<file path="src/rtl/port_ctl_pkg.sv">
// Constants, mode decoding and register layout for the bus control port block
// Function
// - Port B direction bit: 0 input, 1 output, for GPIO pins; resets 0
// - Port B carries low address and data lines; GPIO only in single chip modes
// - Port B direction register hidden in expanded and peripheral modes
// - Port E data hidden in peripheral mode, or expanded with emulate bit
// - Port E direction bits 7..2 select direction; bits 1..0 read zero, input only
// - Selected alternate bus function overrides the port E direction bit
// - Function select reset value depends on operating mode
// - Peripheral mode refuses function select access; clock test bit resets to one
// - Bit 7 picks bus enable or inverted E, else calibration or GPIO
// - Bus enable, pipe and strobe bits: write once normal, skip first special
// - Clock test bit never writable normal; routes test clock to pin 6 except single chip, normal expanded, or expanded with pipe enabled
// - Pipe enable in expanded modes drives queue status on pins 6 and 5
// - No E clock bit: once normal single, free special single, else never
// - Pin 4 is E clock unless disabled; input in peripheral mode
// - Strobe enable drives pin 3 except single chip and normal narrow
// - One pull-up bit enables pull-ups on pins 7,3,2,1,0 when inputs
package port_ctl_pkg;
    localparam logic [15:0] OFS_PORT_B_DIRECTION = 16'h0003;
    localparam logic [15:0] OFS_PORT_E_DATA = 16'h0008;
    localparam logic [15:0] OFS_PORT_E_DIRECTION = 16'h0009;
    localparam logic [15:0] OFS_PORT_E_FUNCTION_SELECT = 16'h000a;

    localparam int BIT_NO_DATA_BUS_ENABLE = 7;
    localparam int BIT_CLOCK_TEST_ENABLE = 6;
    localparam int BIT_PIPE_OUTPUT_ENABLE = 5;
    localparam int BIT_NO_E_CLOCK = 4;
    localparam int BIT_LOW_STROBE_ENABLE = 3;
    localparam int BIT_READ_WRITE_PIN_ENABLE = 2;
    localparam int BIT_CALIBRATION_ENABLE = 1;
    localparam int BIT_BUS_ENABLE_OR_INVERTED_E_SELECT = 0;

    localparam logic [7:0] RST_PORT_B_DIRECTION = 8'h00;
    localparam logic [7:0] RST_PORT_E_DATA = 8'h00;
    localparam logic [7:0] RST_PORT_E_DIRECTION = 8'h00;
    localparam logic [7:0] RST_FSEL_NORMAL_EXPANDED = 8'h00;
    localparam logic [7:0] RST_FSEL_SPECIAL = 8'h2c;
    localparam logic [7:0] RST_FSEL_PERIPHERAL = 8'hd0;
    localparam logic [7:0] RST_FSEL_NORMAL_SINGLE = 8'h90;
    localparam logic [7:0] PORT_E_DIR_MASK = 8'hfc;
    localparam logic [7:0] PORT_E_PULLUP_MASK = 8'h8f;
    // Write-once class: bus enable, pipe, strobe, read/write, bus enable select
    localparam logic [7:0] FSEL_ONCE_MASK = 8'had;

    // Operating mode code on mode_i: {normal, mode_select_b, mode_select_a}
    localparam logic [2:0] MODE_SPECIAL_SINGLE = 3'h0;
    localparam logic [2:0] MODE_SPECIAL_NARROW = 3'h1;
    localparam logic [2:0] MODE_PERIPHERAL = 3'h2;
    localparam logic [2:0] MODE_SPECIAL_WIDE = 3'h3;
    localparam logic [2:0] MODE_NORMAL_SINGLE = 3'h4;
    localparam logic [2:0] MODE_NORMAL_NARROW = 3'h5;
    localparam logic [2:0] MODE_NORMAL_WIDE = 3'h7;

    function automatic logic is_periph(input logic [2:0] m);
        return m == MODE_PERIPHERAL;
    endfunction
    // Unused code 6 falls back to normal single chip
    function automatic logic is_single(input logic [2:0] m);
        return m == MODE_SPECIAL_SINGLE || m == MODE_NORMAL_SINGLE || m == 3'h6;
    endfunction
    function automatic logic is_special(input logic [2:0] m);
        return !m[2];
    endfunction
    function automatic logic is_expanded(input logic [2:0] m);
        return !is_single(m) && !is_periph(m);
    endfunction
    function automatic logic is_normal_expanded(input logic [2:0] m);
        return m == MODE_NORMAL_NARROW || m == MODE_NORMAL_WIDE;
    endfunction
    function automatic logic [7:0] fsel_reset(input logic [2:0] m);
        if (is_periph(m)) begin
            return RST_FSEL_PERIPHERAL;
        end else if (is_special(m)) begin
            return RST_FSEL_SPECIAL;
        end else if (is_normal_expanded(m)) begin
            return RST_FSEL_NORMAL_EXPANDED;
        end
        return RST_FSEL_NORMAL_SINGLE;
    endfunction
endpackage

</file>
<file path="src/rtl/bus_control_port_assignment.sv">
// Port B direction, port E data and direction, and port E function selection
`timescale 1ns/1ps
module bus_control_port_assignment #(
    parameter int ADDR_W = 16
) (
    input wire logic sys_clk_i,
    input wire logic rst_n_i,
    input wire logic [ADDR_W-1:0] addr_i,
    input wire logic [7:0] wr_data_i,
    input wire logic wr_i,
    input wire logic rd_i,
    output logic [7:0] rd_data_o,
    output logic ext_access_o,
    input wire logic [2:0] mode_i,
    input wire logic emulate_port_e_i,
    input wire logic e_stretch_i,
    input wire logic pull_up_e_i,
    input wire logic [7:0] port_b_latch_i,
    input wire logic [7:0] bus_ab_out_i,
    input wire logic bus_ab_oe_i,
    input wire logic [7:0] port_b_pins_i,
    output logic [7:0] port_b_pins_o,
    output logic [7:0] port_b_pins_oe_o,
    input wire logic data_bus_enable_i,
    input wire logic e_clock_i,
    input wire logic calibration_i,
    input wire logic queue_status_1_i,
    input wire logic queue_status_0_i,
    input wire logic clock_test_i,
    input wire logic low_strobe_i,
    input wire logic read_write_i,
    input wire logic [7:0] port_e_pins_i,
    output logic [7:0] port_e_pins_o,
    output logic [7:0] port_e_pins_oe_o,
    output logic [7:0] port_e_pullup_o
);
    logic [7:0] port_b_direction_r;
    logic [7:0] port_e_data_r;
    logic [7:0] port_e_direction_r;
    logic [7:0] port_e_function_select_r;
    logic [7:0] fsel_nxt;
    logic init_done_r;
    logic fsel_written_r;
    logic hit_port_b_direction, hit_pe_data, hit_pe_dir, hit_fsel, hit_any;
    logic single, special, periph, expanded, normal_exp;
    logic [7:0] alt_sel, alt_out, alt_oe;
    logic [7:0] pe_out_nxt, pe_oe_nxt, pe_read;
    logic [7:0] pb_out_nxt, pb_oe_nxt;
    logic [7:0] rd_nxt;

    assign single = port_ctl_pkg::is_single(mode_i);
    assign special = port_ctl_pkg::is_special(mode_i);
    assign periph = port_ctl_pkg::is_periph(mode_i);
    assign expanded = port_ctl_pkg::is_expanded(mode_i);
    assign normal_exp = port_ctl_pkg::is_normal_expanded(mode_i);

    // Register visibility; hidden registers become external accesses
    assign hit_port_b_direction = addr_i == ADDR_W'(port_ctl_pkg::OFS_PORT_B_DIRECTION) && single;
    assign hit_pe_data = addr_i == ADDR_W'(port_ctl_pkg::OFS_PORT_E_DATA)
                         && !periph && !(expanded && emulate_port_e_i);
    assign hit_pe_dir = addr_i == ADDR_W'(port_ctl_pkg::OFS_PORT_E_DIRECTION)
                        && !periph && !(expanded && emulate_port_e_i);
    assign hit_fsel = addr_i == ADDR_W'(port_ctl_pkg::OFS_PORT_E_FUNCTION_SELECT) && !periph;
    assign hit_any = hit_port_b_direction || hit_pe_data || hit_pe_dir || hit_fsel;
    assign ext_access_o = (rd_i || wr_i) && !hit_any;

    always_ff @(posedge sys_clk_i or negedge rst_n_i) begin
        if (!rst_n_i) begin
            port_b_direction_r <= port_ctl_pkg::RST_PORT_B_DIRECTION;
        end else if (wr_i && hit_port_b_direction) begin
            port_b_direction_r <= wr_data_i;
        end
    end

    always_ff @(posedge sys_clk_i or negedge rst_n_i) begin
        if (!rst_n_i) begin
            port_e_data_r <= port_ctl_pkg::RST_PORT_E_DATA;
            port_e_direction_r <= port_ctl_pkg::RST_PORT_E_DIRECTION;
        end else begin
            if (wr_i && hit_pe_data) begin
                port_e_data_r <= wr_data_i;
            end
            if (wr_i && hit_pe_dir) begin
                port_e_direction_r <= wr_data_i & port_ctl_pkg::PORT_E_DIR_MASK;
            end
        end
    end

    // Write permission per bit class for the function select register
    always_comb begin
        logic [7:0] wmask;
        wmask = 8'h00;
        if (special) begin
            if (fsel_written_r) begin
                wmask = port_ctl_pkg::FSEL_ONCE_MASK;
                wmask[port_ctl_pkg::BIT_CLOCK_TEST_ENABLE] = 1'b1;
            end
        end else if (!fsel_written_r) begin
            wmask = port_ctl_pkg::FSEL_ONCE_MASK;
        end
        if (mode_i == port_ctl_pkg::MODE_SPECIAL_SINGLE) begin
            wmask[port_ctl_pkg::BIT_NO_E_CLOCK] = 1'b1;
        end else if (port_ctl_pkg::is_single(mode_i) && !special) begin
            wmask[port_ctl_pkg::BIT_NO_E_CLOCK] = !fsel_written_r;
        end
        wmask[port_ctl_pkg::BIT_CALIBRATION_ENABLE] = 1'b1;
        fsel_nxt = (port_e_function_select_r & ~wmask) | (wr_data_i & wmask);
    end

    // Mode-dependent value is loaded on the first edge after release
    always_ff @(posedge sys_clk_i or negedge rst_n_i) begin
        if (!rst_n_i) begin
            init_done_r <= 1'b0;
            fsel_written_r <= 1'b0;
            port_e_function_select_r <= port_ctl_pkg::RST_FSEL_NORMAL_EXPANDED;
        end else if (!init_done_r) begin
            init_done_r <= 1'b1;
            port_e_function_select_r <= port_ctl_pkg::fsel_reset(mode_i);
        end else if (wr_i && hit_fsel) begin
            fsel_written_r <= 1'b1;
            port_e_function_select_r <= fsel_nxt;
        end
    end

    // Alternate function selection, ahead of the direction bits
    always_comb begin
        logic [7:0] f;
        f = port_e_function_select_r;
        alt_sel = 8'h00;
        alt_out = 8'h00;
        alt_oe = 8'h00;
        if (expanded && !f[port_ctl_pkg::BIT_NO_DATA_BUS_ENABLE]) begin
            alt_sel[7] = 1'b1;
            alt_oe[7] = 1'b1;
            alt_out[7] = f[port_ctl_pkg::BIT_BUS_ENABLE_OR_INVERTED_E_SELECT] ? !e_clock_i : data_bus_enable_i;
        end else if (f[port_ctl_pkg::BIT_CALIBRATION_ENABLE]) begin
            alt_sel[7] = 1'b1;
            alt_oe[7] = 1'b1;
            alt_out[7] = calibration_i;
        end
        if (expanded && f[port_ctl_pkg::BIT_PIPE_OUTPUT_ENABLE]) begin
            alt_sel[6:5] = 2'b11;
            alt_oe[6:5] = 2'b11;
            alt_out[6:5] = {queue_status_1_i, queue_status_0_i};
        end else if (f[port_ctl_pkg::BIT_CLOCK_TEST_ENABLE] && !single && !normal_exp) begin
            alt_sel[6] = 1'b1;
            alt_oe[6] = 1'b1;
            alt_out[6] = clock_test_i;
        end
        if (!f[port_ctl_pkg::BIT_NO_E_CLOCK] && !(single && e_stretch_i)) begin
            alt_sel[4] = 1'b1;
            alt_oe[4] = !periph;
            alt_out[4] = e_clock_i;
        end
        if (f[port_ctl_pkg::BIT_LOW_STROBE_ENABLE] && !single && mode_i != port_ctl_pkg::MODE_NORMAL_NARROW) begin
            alt_sel[3] = 1'b1;
            alt_oe[3] = 1'b1;
            alt_out[3] = low_strobe_i;
        end
        if (f[port_ctl_pkg::BIT_READ_WRITE_PIN_ENABLE] && !single) begin
            alt_sel[2] = 1'b1;
            alt_oe[2] = 1'b1;
            alt_out[2] = read_write_i;
        end
        alt_sel[1:0] = 2'b11;
    end

    always_comb begin
        pe_out_nxt = (alt_sel & alt_out) | (~alt_sel & port_e_data_r);
        pe_oe_nxt = (alt_sel & alt_oe) | (~alt_sel & port_e_direction_r);
        // Inputs show the pin, GPIO outputs show the latch
        pe_read = (~alt_sel & port_e_direction_r & port_e_data_r)
                  | ~(~alt_sel & port_e_direction_r) & port_e_pins_i;
        // Peripheral mode also hands port B to the bus
        if (!single) begin
            pb_out_nxt = bus_ab_out_i;
            pb_oe_nxt = {8{bus_ab_oe_i}};
        end else begin
            pb_out_nxt = port_b_latch_i;
            pb_oe_nxt = port_b_direction_r;
        end
    end

    // Pins are registered so every pad output comes from a flop
    always_ff @(posedge sys_clk_i or negedge rst_n_i) begin
        if (!rst_n_i) begin
            port_b_pins_o <= 8'h00;
            port_b_pins_oe_o <= 8'h00;
            port_e_pins_o <= 8'h00;
            port_e_pins_oe_o <= 8'h00;
            port_e_pullup_o <= 8'h00;
        end else begin
            port_b_pins_o <= pb_out_nxt;
            port_b_pins_oe_o <= pb_oe_nxt;
            port_e_pins_o <= pe_out_nxt;
            port_e_pins_oe_o <= pe_oe_nxt;
            port_e_pullup_o <= {8{pull_up_e_i}} & ~pe_oe_nxt & port_ctl_pkg::PORT_E_PULLUP_MASK;
        end
    end

    always_comb begin
        rd_nxt = 8'h00;
        if (hit_port_b_direction) begin
            rd_nxt = port_b_direction_r;
        end else if (hit_pe_data) begin
            rd_nxt = pe_read;
        end else if (hit_pe_dir) begin
            rd_nxt = port_e_direction_r;
        end else if (hit_fsel) begin
            rd_nxt = port_e_function_select_r;
        end
    end

    // Read data stand for exactly the cycle after the strobe
    always_ff @(posedge sys_clk_i or negedge rst_n_i) begin
        if (!rst_n_i) begin
            rd_data_o <= 8'h00;
        end else if (rd_i) begin
            rd_data_o <= rd_nxt;
        end else begin
            rd_data_o <= 8'h00;
        end
    end
endmodule

</file>
<file path="config.mk">
export PLATFORM = sky130hd
export DESIGN_NAME = bus_control_port_assignment
export DESIGN_NICKNAME = d
export VERILOG_FILES = /design/src/rtl/port_ctl_pkg.sv /design/src/rtl/bus_control_port_assignment.sv
export SDC_FILE = /design/constraint.sdc
export NUM_CORES = 1
export LEC_CHECK = 0
export BUFFER_PORTS_ARGS = -buffer_cell sky130_fd_sc_hd__clkbuf_2
export CAP_MARGIN = 10
export CORE_ASPECT_RATIO = 0.8
export CORE_MARGIN = 5
export CORE_UTILIZATION = 45
export CTS_BUF_LIST = sky130_fd_sc_hd__clkbuf_4 sky130_fd_sc_hd__clkbuf_8 sky130_fd_sc_hd__clkbuf_16
export CTS_CLUSTER_DIAMETER = 200
export DETAILED_ROUTE_END_ITERATION = 10
export PLACE_DENSITY = 0.75
export SLEW_MARGIN = 20
export SYNTH_ARGS = -nofsm -noshare
export SYNTH_HDL_FRONTEND = slang
export SYNTH_SLANG_ARGS = --single-unit
</file>
<file path="constraint.sdc">
create_clock -name sys_clk_i -period 4.1 [get_ports sys_clk_i]
set_input_delay 0.615 -clock sys_clk_i [delete_from_list [all_inputs] [get_ports sys_clk_i]]
set_output_delay 0.615 -clock sys_clk_i [all_outputs]
set_load 0.005 [all_outputs]
</file>
Yosys cells after proc, flatten, opt, wreduce, memory -nomap -nowiden
Cells that the tools add are included.
W data, S select, Z words.
Operators by class
  equal/unequal tests: 11
  muxes and demuxes: 40
  bitwise logic cells: 17
  reduce and logical (&&, ||, !) cells: 42
Operators by type and width (count)
  $mux W8: 16
  $and A8 B8 Y8: 9
  $eq A16 B4 Y1 const B: 3
  $not A8 Y8: 4
  $or A8 B8 Y8: 4
  $mux W1: 24
  $logic_and A1 B1 Y1: 23
  $eq A16 B2 Y1 const B: 1
  $eq A3 B3 Y1 const B: 4
  $logic_not A1 Y1: 10
  $logic_or A1 B1 Y1: 7
  $eq A3 B2 Y1 const B: 1
  $logic_not A3 Y1: 1
  $ne A3 B3 Y1 const B: 1
  $ne A2 B1 Y1 const B: 1
  $reduce_and A2 Y1: 1
Word-level totals
  flip-flop bits (word level): 77
  input port bits: 75
  output and inout port bits: 49
  logic and storage cells: 122

Depth between registers and ports, before layout
Gate-level depths: netlist (run 1).
  depth after elaboration: 16
  mapped depth: 7
  mapped depth without buffers: 5

Least setup slack after synthesis (run 1)
Ideal clock, no wire load.
  path type: input to output
  from: input addr_i[13]
  to: output ext_access_o
  arrival time: 1.987 ns
  data required time: 3.485 ns
  setup slack: 1.498 ns
  stages: 5
  buffers on the path: 1
  path through: or4_4 > nor4_4 > and2_2 > buf_2 > nor3_1
On the way
  longest elaborated chain between the ends: 8
  elaborated cells on any way between the ends: 15
  classes of those cells: eq/ne (4); reduce/logical (11)
RTL lines
  start: declaration: line bus_control_port_assignment.sv:8  | input wire logic [ADDR_W-1:0] addr_i,
  $eq A16 B4 Y1: line bus_control_port_assignment.sv:59  | assign hit_pe_data = addr_i == ADDR_W'(port_ctl_pkg::OFS_PORT_E_DATA)
  $logic_and A1 B1 Y1 (2 in a row): line bus_control_port_assignment.sv:60  | && !periph && !(expanded && emulate_port_e_i);
  $logic_or A1 B1 Y1 (2 in a row): line bus_control_port_assignment.sv:64  | assign hit_any = hit_port_b_direction || hit_pe_data || hit_pe_dir || hit_fsel;
  $logic_or A1 B1 Y1 *: line bus_control_port_assignment.sv:64
  $logic_not A1 Y1 *: line bus_control_port_assignment.sv:65  | assign ext_access_o = (rd_i || wr_i) && !hit_any;
  $logic_and A1 B1 Y1 *: line bus_control_port_assignment.sv:65
  end: declaration: line bus_control_port_assignment.sv:13  | output logic ext_access_o,
Mark *: on every way between the ends. The rest lies on a longest branch, timed or not.

Final worst setup path (run 1)
Ends and elaborated chain as after synthesis.

==> reports/results.ini, run 1 <==
[sta]
hold_viol=0
finClkSkew_ns=0.00820
setup_viol=0
max_freq_ghz=0.325
tightestPinTransition_ns=0.723
min_period_ns=3.08
slew_headroom_pct=50.5
timing.setup.tns_ns=0
drv_slew=0
rsz0062_at_grt=no
fin_crit_sh_pct=75.1

[clocking]
clk_path_buf_depth=2
cts_tree=built
cts.sinks=70
cts_root_buf=clkbuf_8
ctsResizeCount=0
path_clk_slew_ns=0.07
ctsHoldBuffers=0
htreeDepth=3
insertion_delay_ns=0.34
postCtsSetupBuffers=0
numCtsBuffers=9

[global_routing]
grt_pass1_vias=2681
grt_max_degree=45
grt_overflow=0
grt_pass1_wl_um=13400
antenna_found_initial=0
grt.total_usage_pct=19.1

[placement]
place_congestion=0.851
portBuffers=108
dp_cells=467
detailed_place_hpwl_um=6160

[finish]
syn_to_final_growth_pct=25.6
layout-drive-gt1-share_pct=39.6
antenna_cells=0
nNetsFinal=467
instances_no_fill=483

[drt]
drc=0
drt-total-wl_um=8160
via_per_inst=5.30
drt_first_pass_iters=5
vias=2560
drt_iter0_drc=80
wl_per_cell_um=16.9
ant_nets=0

[critical_path]
crit_path_end=ext_access_o
crit_start=addr_i[13]
required_ns=3.48
worst_setup_path_end_kind=primary output
path_class=primary input to primary output
reg2reg_depth=5
timing.reg2reg.setup_slack_ns=2.45
r2r-end=rd_data_o[7]
worstSetupStartpointType=primary input
crit_arrival_ns=2.46
cp_max_fo=9

[power_and_ir_drop]
ir_drop_mv=0.237
p_leak_nw=2.14
power_density_nw_per_um2=408

[yosys]
syn-cell-area_um2=3210
ys_top_cells_by_count=70 x dfrtp_1, 39 x nand2_1, 19 x o21ai_0
yosysTopAreaCell=dfrtp_1
synth.avg_cell_area_um2=11.3
synth_area_leaders=dfrtp_1 55%, mux2_2 5.3%, nand2_1 4.6%
yosysSeqAreaShare_pct=54.6
yosys_register_bits=70
synth_top_area_share_pct=54.6
syn_inst=284
ys_warn_count=0
post-synth-top-count-cell=dfrtp_1
async_flop_share_pct=100
netlist-cell-type-count=52
synth_edf_count=0
synthFlopType=dfrtp_1

[floorplan]
dieWidth_um=104
die_y_um=85.5
die_area_um2=8930
core_um2=6930
num_rows=27
ios=124
start_util_pct=46.3

[outcome]
status=finished clean

[flow_run]
max_cap_violations=0

[min_path]
hp-class=primary input to asynchronous set/reset pin

==> cells in the final DEF, fill, tap and decap left out, drive strengths merged, types with 3 or more instances in the layout <==
cell     count
a21oi        9
o21ai       19
a32o         3
dfrtp       70
a21o         9
a221oi       3
conb         8
and3         3
buf          3
nor2        12
or4          3
a31oi        5
bufinv       4
nand2       39
mux2i        8
clkbuf     118
inv          8
nand3        8
a2bb2oi      3
nand2b       7
mux2        24
nor3         3
and2         4
==> power breakdown <==
| part | total, mW | internal, mW | switching [mW] | leakage, nW |
|---|---|---|---|---|
| sequential | 0.732 | 0.720 | 0.0129 | 0.918 |
| clock | 0.755 | 0.492 | 0.264 | 0.138 |
| combinational | 0.154 | 0.0678 | 0.0865 | 1.08 |
| total | 1.64 | 1.28 | 0.363 | 2.14 |
==> per-stage QoR <==
stage / instance area [um2] / worst slack, ns / hold WS (ns) / utilization [%] / total power, mW
detailed placement: 3750 / 0.686 / 0.481 / 54.1 / 0.902
CTS: 4020 / 0.673 / 0.367 / 58.1 / 1.66
finish: 4030 / 1.02 / 0.266 / 58.2 / 1.64
floorplan: 3230 / 1.50 / 0.319 / - / 0.815
global placement: 3750 / 0.708 / 0.482 / 54.1 / 0.897
global route: 4030 / 0.898 / 0.299 / 58.2 / 1.71
==> cell families (layout without fill, tap and decap cells) <==
kind of cell / count (synthesis) / after routing / synth area share [%]
muxes: 32 / 32 / 11.6
other: 2 / 8 / 0.234
buffers and inverters: 28 / 134 / 5.46
DFF: 70 / 70 / 54.6
AOI/OAI and AO/OA: 62 / 62 / 13.1
adders and majority gates: 1 / 1 / 0.390
and+or+nand+nor: 89 / 89 / 14.6
==> sequential cells by signal, indices dropped and copies added (netlist names), 2 cells and up, named ones only <==
signal / count
port_e_pins_o: 6
rd_data_o: 8
port_e_function_select_r: 2
port_b_direction_r: 8
port_b_pins_o: 8
port_b_pins_oe_o: 8
port_e_pins_oe_o: 6
port_e_pullup_o: 4
port_e_direction_r: 6
port_e_data_r: 6
==> how the worst min path moves through the flow <==
stage	end	slack (ns)
5_1_grt	port_e_pins_o[5]	0.30
2_1_floorplan	asynchronous set/reset pin	0.32
4_1_cts	port_e_pullup_o[1]	0.37
3_5_place_dp	port_b_pins_oe_o[1]	0.48
3_3_place_gp	port_b_pins_oe_o[1]	0.48
6_report	port_e_pins_o[5]	0.27
==> layer usage <==
metal / part of all wire [%] / GRT usage [%] / vias to the layer above
met5: 0 / 0 / -
met4: 0.88 / 4.24 / 0
met3: 10 / 7.07 / 7
met2: 44 / 28.6 / 122
met1: 45 / 26.6 / 1228
li1: - / - / 1203
==> layout make-up <==
type / count / area (um2)
tap: 87 / 109
inverter: 8 / 30.0
clock inverter: 5 / 129
sequential: 70 / 1750
multi-input combinational: 192 / 1310
fill: 608 / 2900
clock buffer: 11 / 145
timing repair buffer: 110 / 558
==> critical path, stage by stage <==
cell and delay [ns]:
clkbuf_2 0.08, or4_4 0.54, nor4_4 0.47, and2_1 0.49
nor3_1 0.12, clkbuf_2 0.14
Note: power is estimated with default switching activity, not from simulation.
==> inputs of run 2 (changes only) <==
clock period = 3 ns   (was 4.1 ns; I/O delays follow)
==> reports/results.ini, run 2 (same netlist as run 1, synthesis figures left out) <==
[outcome]
status=finished clean

[floorplan]
num_rows=27  ; unchanged
core_um2=6930  ; unchanged
dieWidth_um=104  ; unchanged
die_y_um=85.5  ; unchanged
start_util_pct=46.3  ; unchanged
die_area_um2=8930  ; unchanged
ios=124  ; unchanged

[min_path]
hp-class=primary input to asynchronous set/reset pin

[clocking]
cts_root_buf=clkbuf_8
ctsResizeCount=0  ; unchanged
ctsHoldBuffers=0  ; unchanged
cts_tree=built
htreeDepth=3  ; unchanged
clk_path_buf_depth=2  ; unchanged
insertion_delay_ns=0.35  ; about the same
numCtsBuffers=9  ; unchanged
cts.sinks=70  ; unchanged
postCtsSetupBuffers=0  ; unchanged
path_clk_slew_ns=0.08  ; about the same

[finish]
mostFrequentLayoutCells=107 x clkbuf_2, 70 x dfrtp_1, 39 x nand2_1
layout-drive-gt1-share_pct=40.4  ; +0.75 points
instances_no_fill=488  ; +1.0%
final_util_pct=58.1  ; about the same
nNetsFinal=472  ; +1.1%
antenna_cells=0  ; unchanged
mostFrequentLayoutCell=clkbuf_2
syn_to_final_growth_pct=25.6  ; about the same

[sta]
hold_slack_ns=0.155  ; -0.110 ns
timing.setup.tns_ns=0  ; unchanged
drv_slew=0  ; unchanged
hold_viol=0  ; unchanged
tightestPinTransition_ns=0.888  ; +0.165 ns
finClkSkew_ns=0.00733  ; -0.000875 ns
fin_crit_sh_pct=86.6
max_freq_ghz=0.385
min_period_ns=2.60
rsz0062_at_grt=no
setup_viol=0  ; unchanged
slew_headroom_pct=39.3  ; -11 points

[critical_path]
worst_setup_path_end_kind=primary output
r2r-end=rd_data_o[7]
crit_start=mode_i[0]
reg2reg_depth=5  ; unchanged
crit_path_end=ext_access_o
timing.reg2reg.setup_slack_ns=1.39  ; -1.06 ns
crit_arrival_ns=2.15  ; -0.31 ns
cp_max_fo=12  ; +3
path_class=primary input to primary output
required_ns=2.55  ; -0.93 ns
worstSetupStartpointType=primary input

[global_routing]
grt_overflow=0  ; unchanged
grt_pass1_vias=2568  ; -4.2%
antenna_found_initial=0  ; unchanged
grt.total_usage_pct=18.7  ; -0.36 points
grt_max_degree=39  ; -13%
grt_pass1_wl_um=13200  ; -1.7%

[drt]
ant_nets=0  ; unchanged
vias=2545  ; -0.59%
wl_per_cell_um=16.7  ; -1.5%
via_per_inst=5.22  ; -1.6%
drt_first_pass_iters=4  ; -1
drt-total-wl_um=8130  ; -0.45%
drc=0  ; unchanged
drt_iter0_drc=109  ; +36%

[placement]
dp_cells=472  ; +1.1%
place_congestion=0.875  ; +2.9%
portBuffers=108  ; unchanged
detailed_place_hpwl_um=6150  ; -0.16%

[power_and_ir_drop]
power_density_nw_per_um2=515  ; +26%
ir_drop_mv=0.323  ; +36%
p_leak_nw=2.14  ; about the same
power_mw=2.07  ; +26%

[flow_run]
max_cap_violations=0  ; unchanged

[run 2: report_power, final]
part / total [mW] / switching, mW / leakage [nW] / internal, mW
clock: 0.859 / 0.376 / 0.110 / 0.483
sequential: 1.00 / 0.0174 / 0.918 / 0.983
combinational: 0.214 / 0.118 / 1.11 / 0.0958
total: 2.07 / 0.511 / 2.14 / 1.56
[run 2: area by class of cell]
type | instances | area, um2
fill | 604 | 2900
tap | 87 | 109
sequential | 70 | 1750
inverter | 8 | 30.0
clock buffer | 10 | 131
clock inverter | 6 | 93.8
multi-input combinational | 192 | 1310
timing repair buffer | 115 | 606
[run 2: worst min-delay path by stage]
stage                           from                    endpoint  slack (ns)  cells past startpoint
6_report                     rst_n_i            port_e_pins_o[5]        0.16                      1
2_1_floorplan                rst_n_i  asynchronous set/reset pin        0.15                      0
5_1_grt                  pull_up_e_i          port_e_pullup_o[1]        0.20                      1
4_1_cts                      rst_n_i          port_e_pullup_o[1]        0.17                      1
3_3_place_gp   port_b_direction_r[5]         port_b_pins_oe_o[5]        0.48                      1
3_5_place_dp   port_b_direction_r[1]         port_b_pins_oe_o[1]        0.48                      1
[run 2: per-layer routing]
metal | global-route usage (%) | part of all wire (%) | up-vias
li1 | - | - | 1215
met1 | 26.4 | 45 | 1215
met2 | 27.8 | 45 | 108
met3 | 6.32 | 9.4 | 7
met4 | 4.94 | 0.78 | 0
met5 | 0 | 0 | -
[run 2: critical path, stage by stage]
cell       delay (ns)
clkbuf_2         0.10
buf_4            0.18
a2111oi_0        0.78
and2_1           0.38
nor3_1           0.12
clkbuf_2         0.13
[run 2: stage by stage]
| step | worst slack (ns) | instance area [um2] |
|---|---|---|
| finish | 0.403 | 4030 |
| global route | 0.373 | 4030 |
| global placement | 0.245 | 3800 |
| CTS | 0.367 | 4020 |
| floorplan | 0.579 | 3230 |
| detailed placement | 0.153 | 3800 |
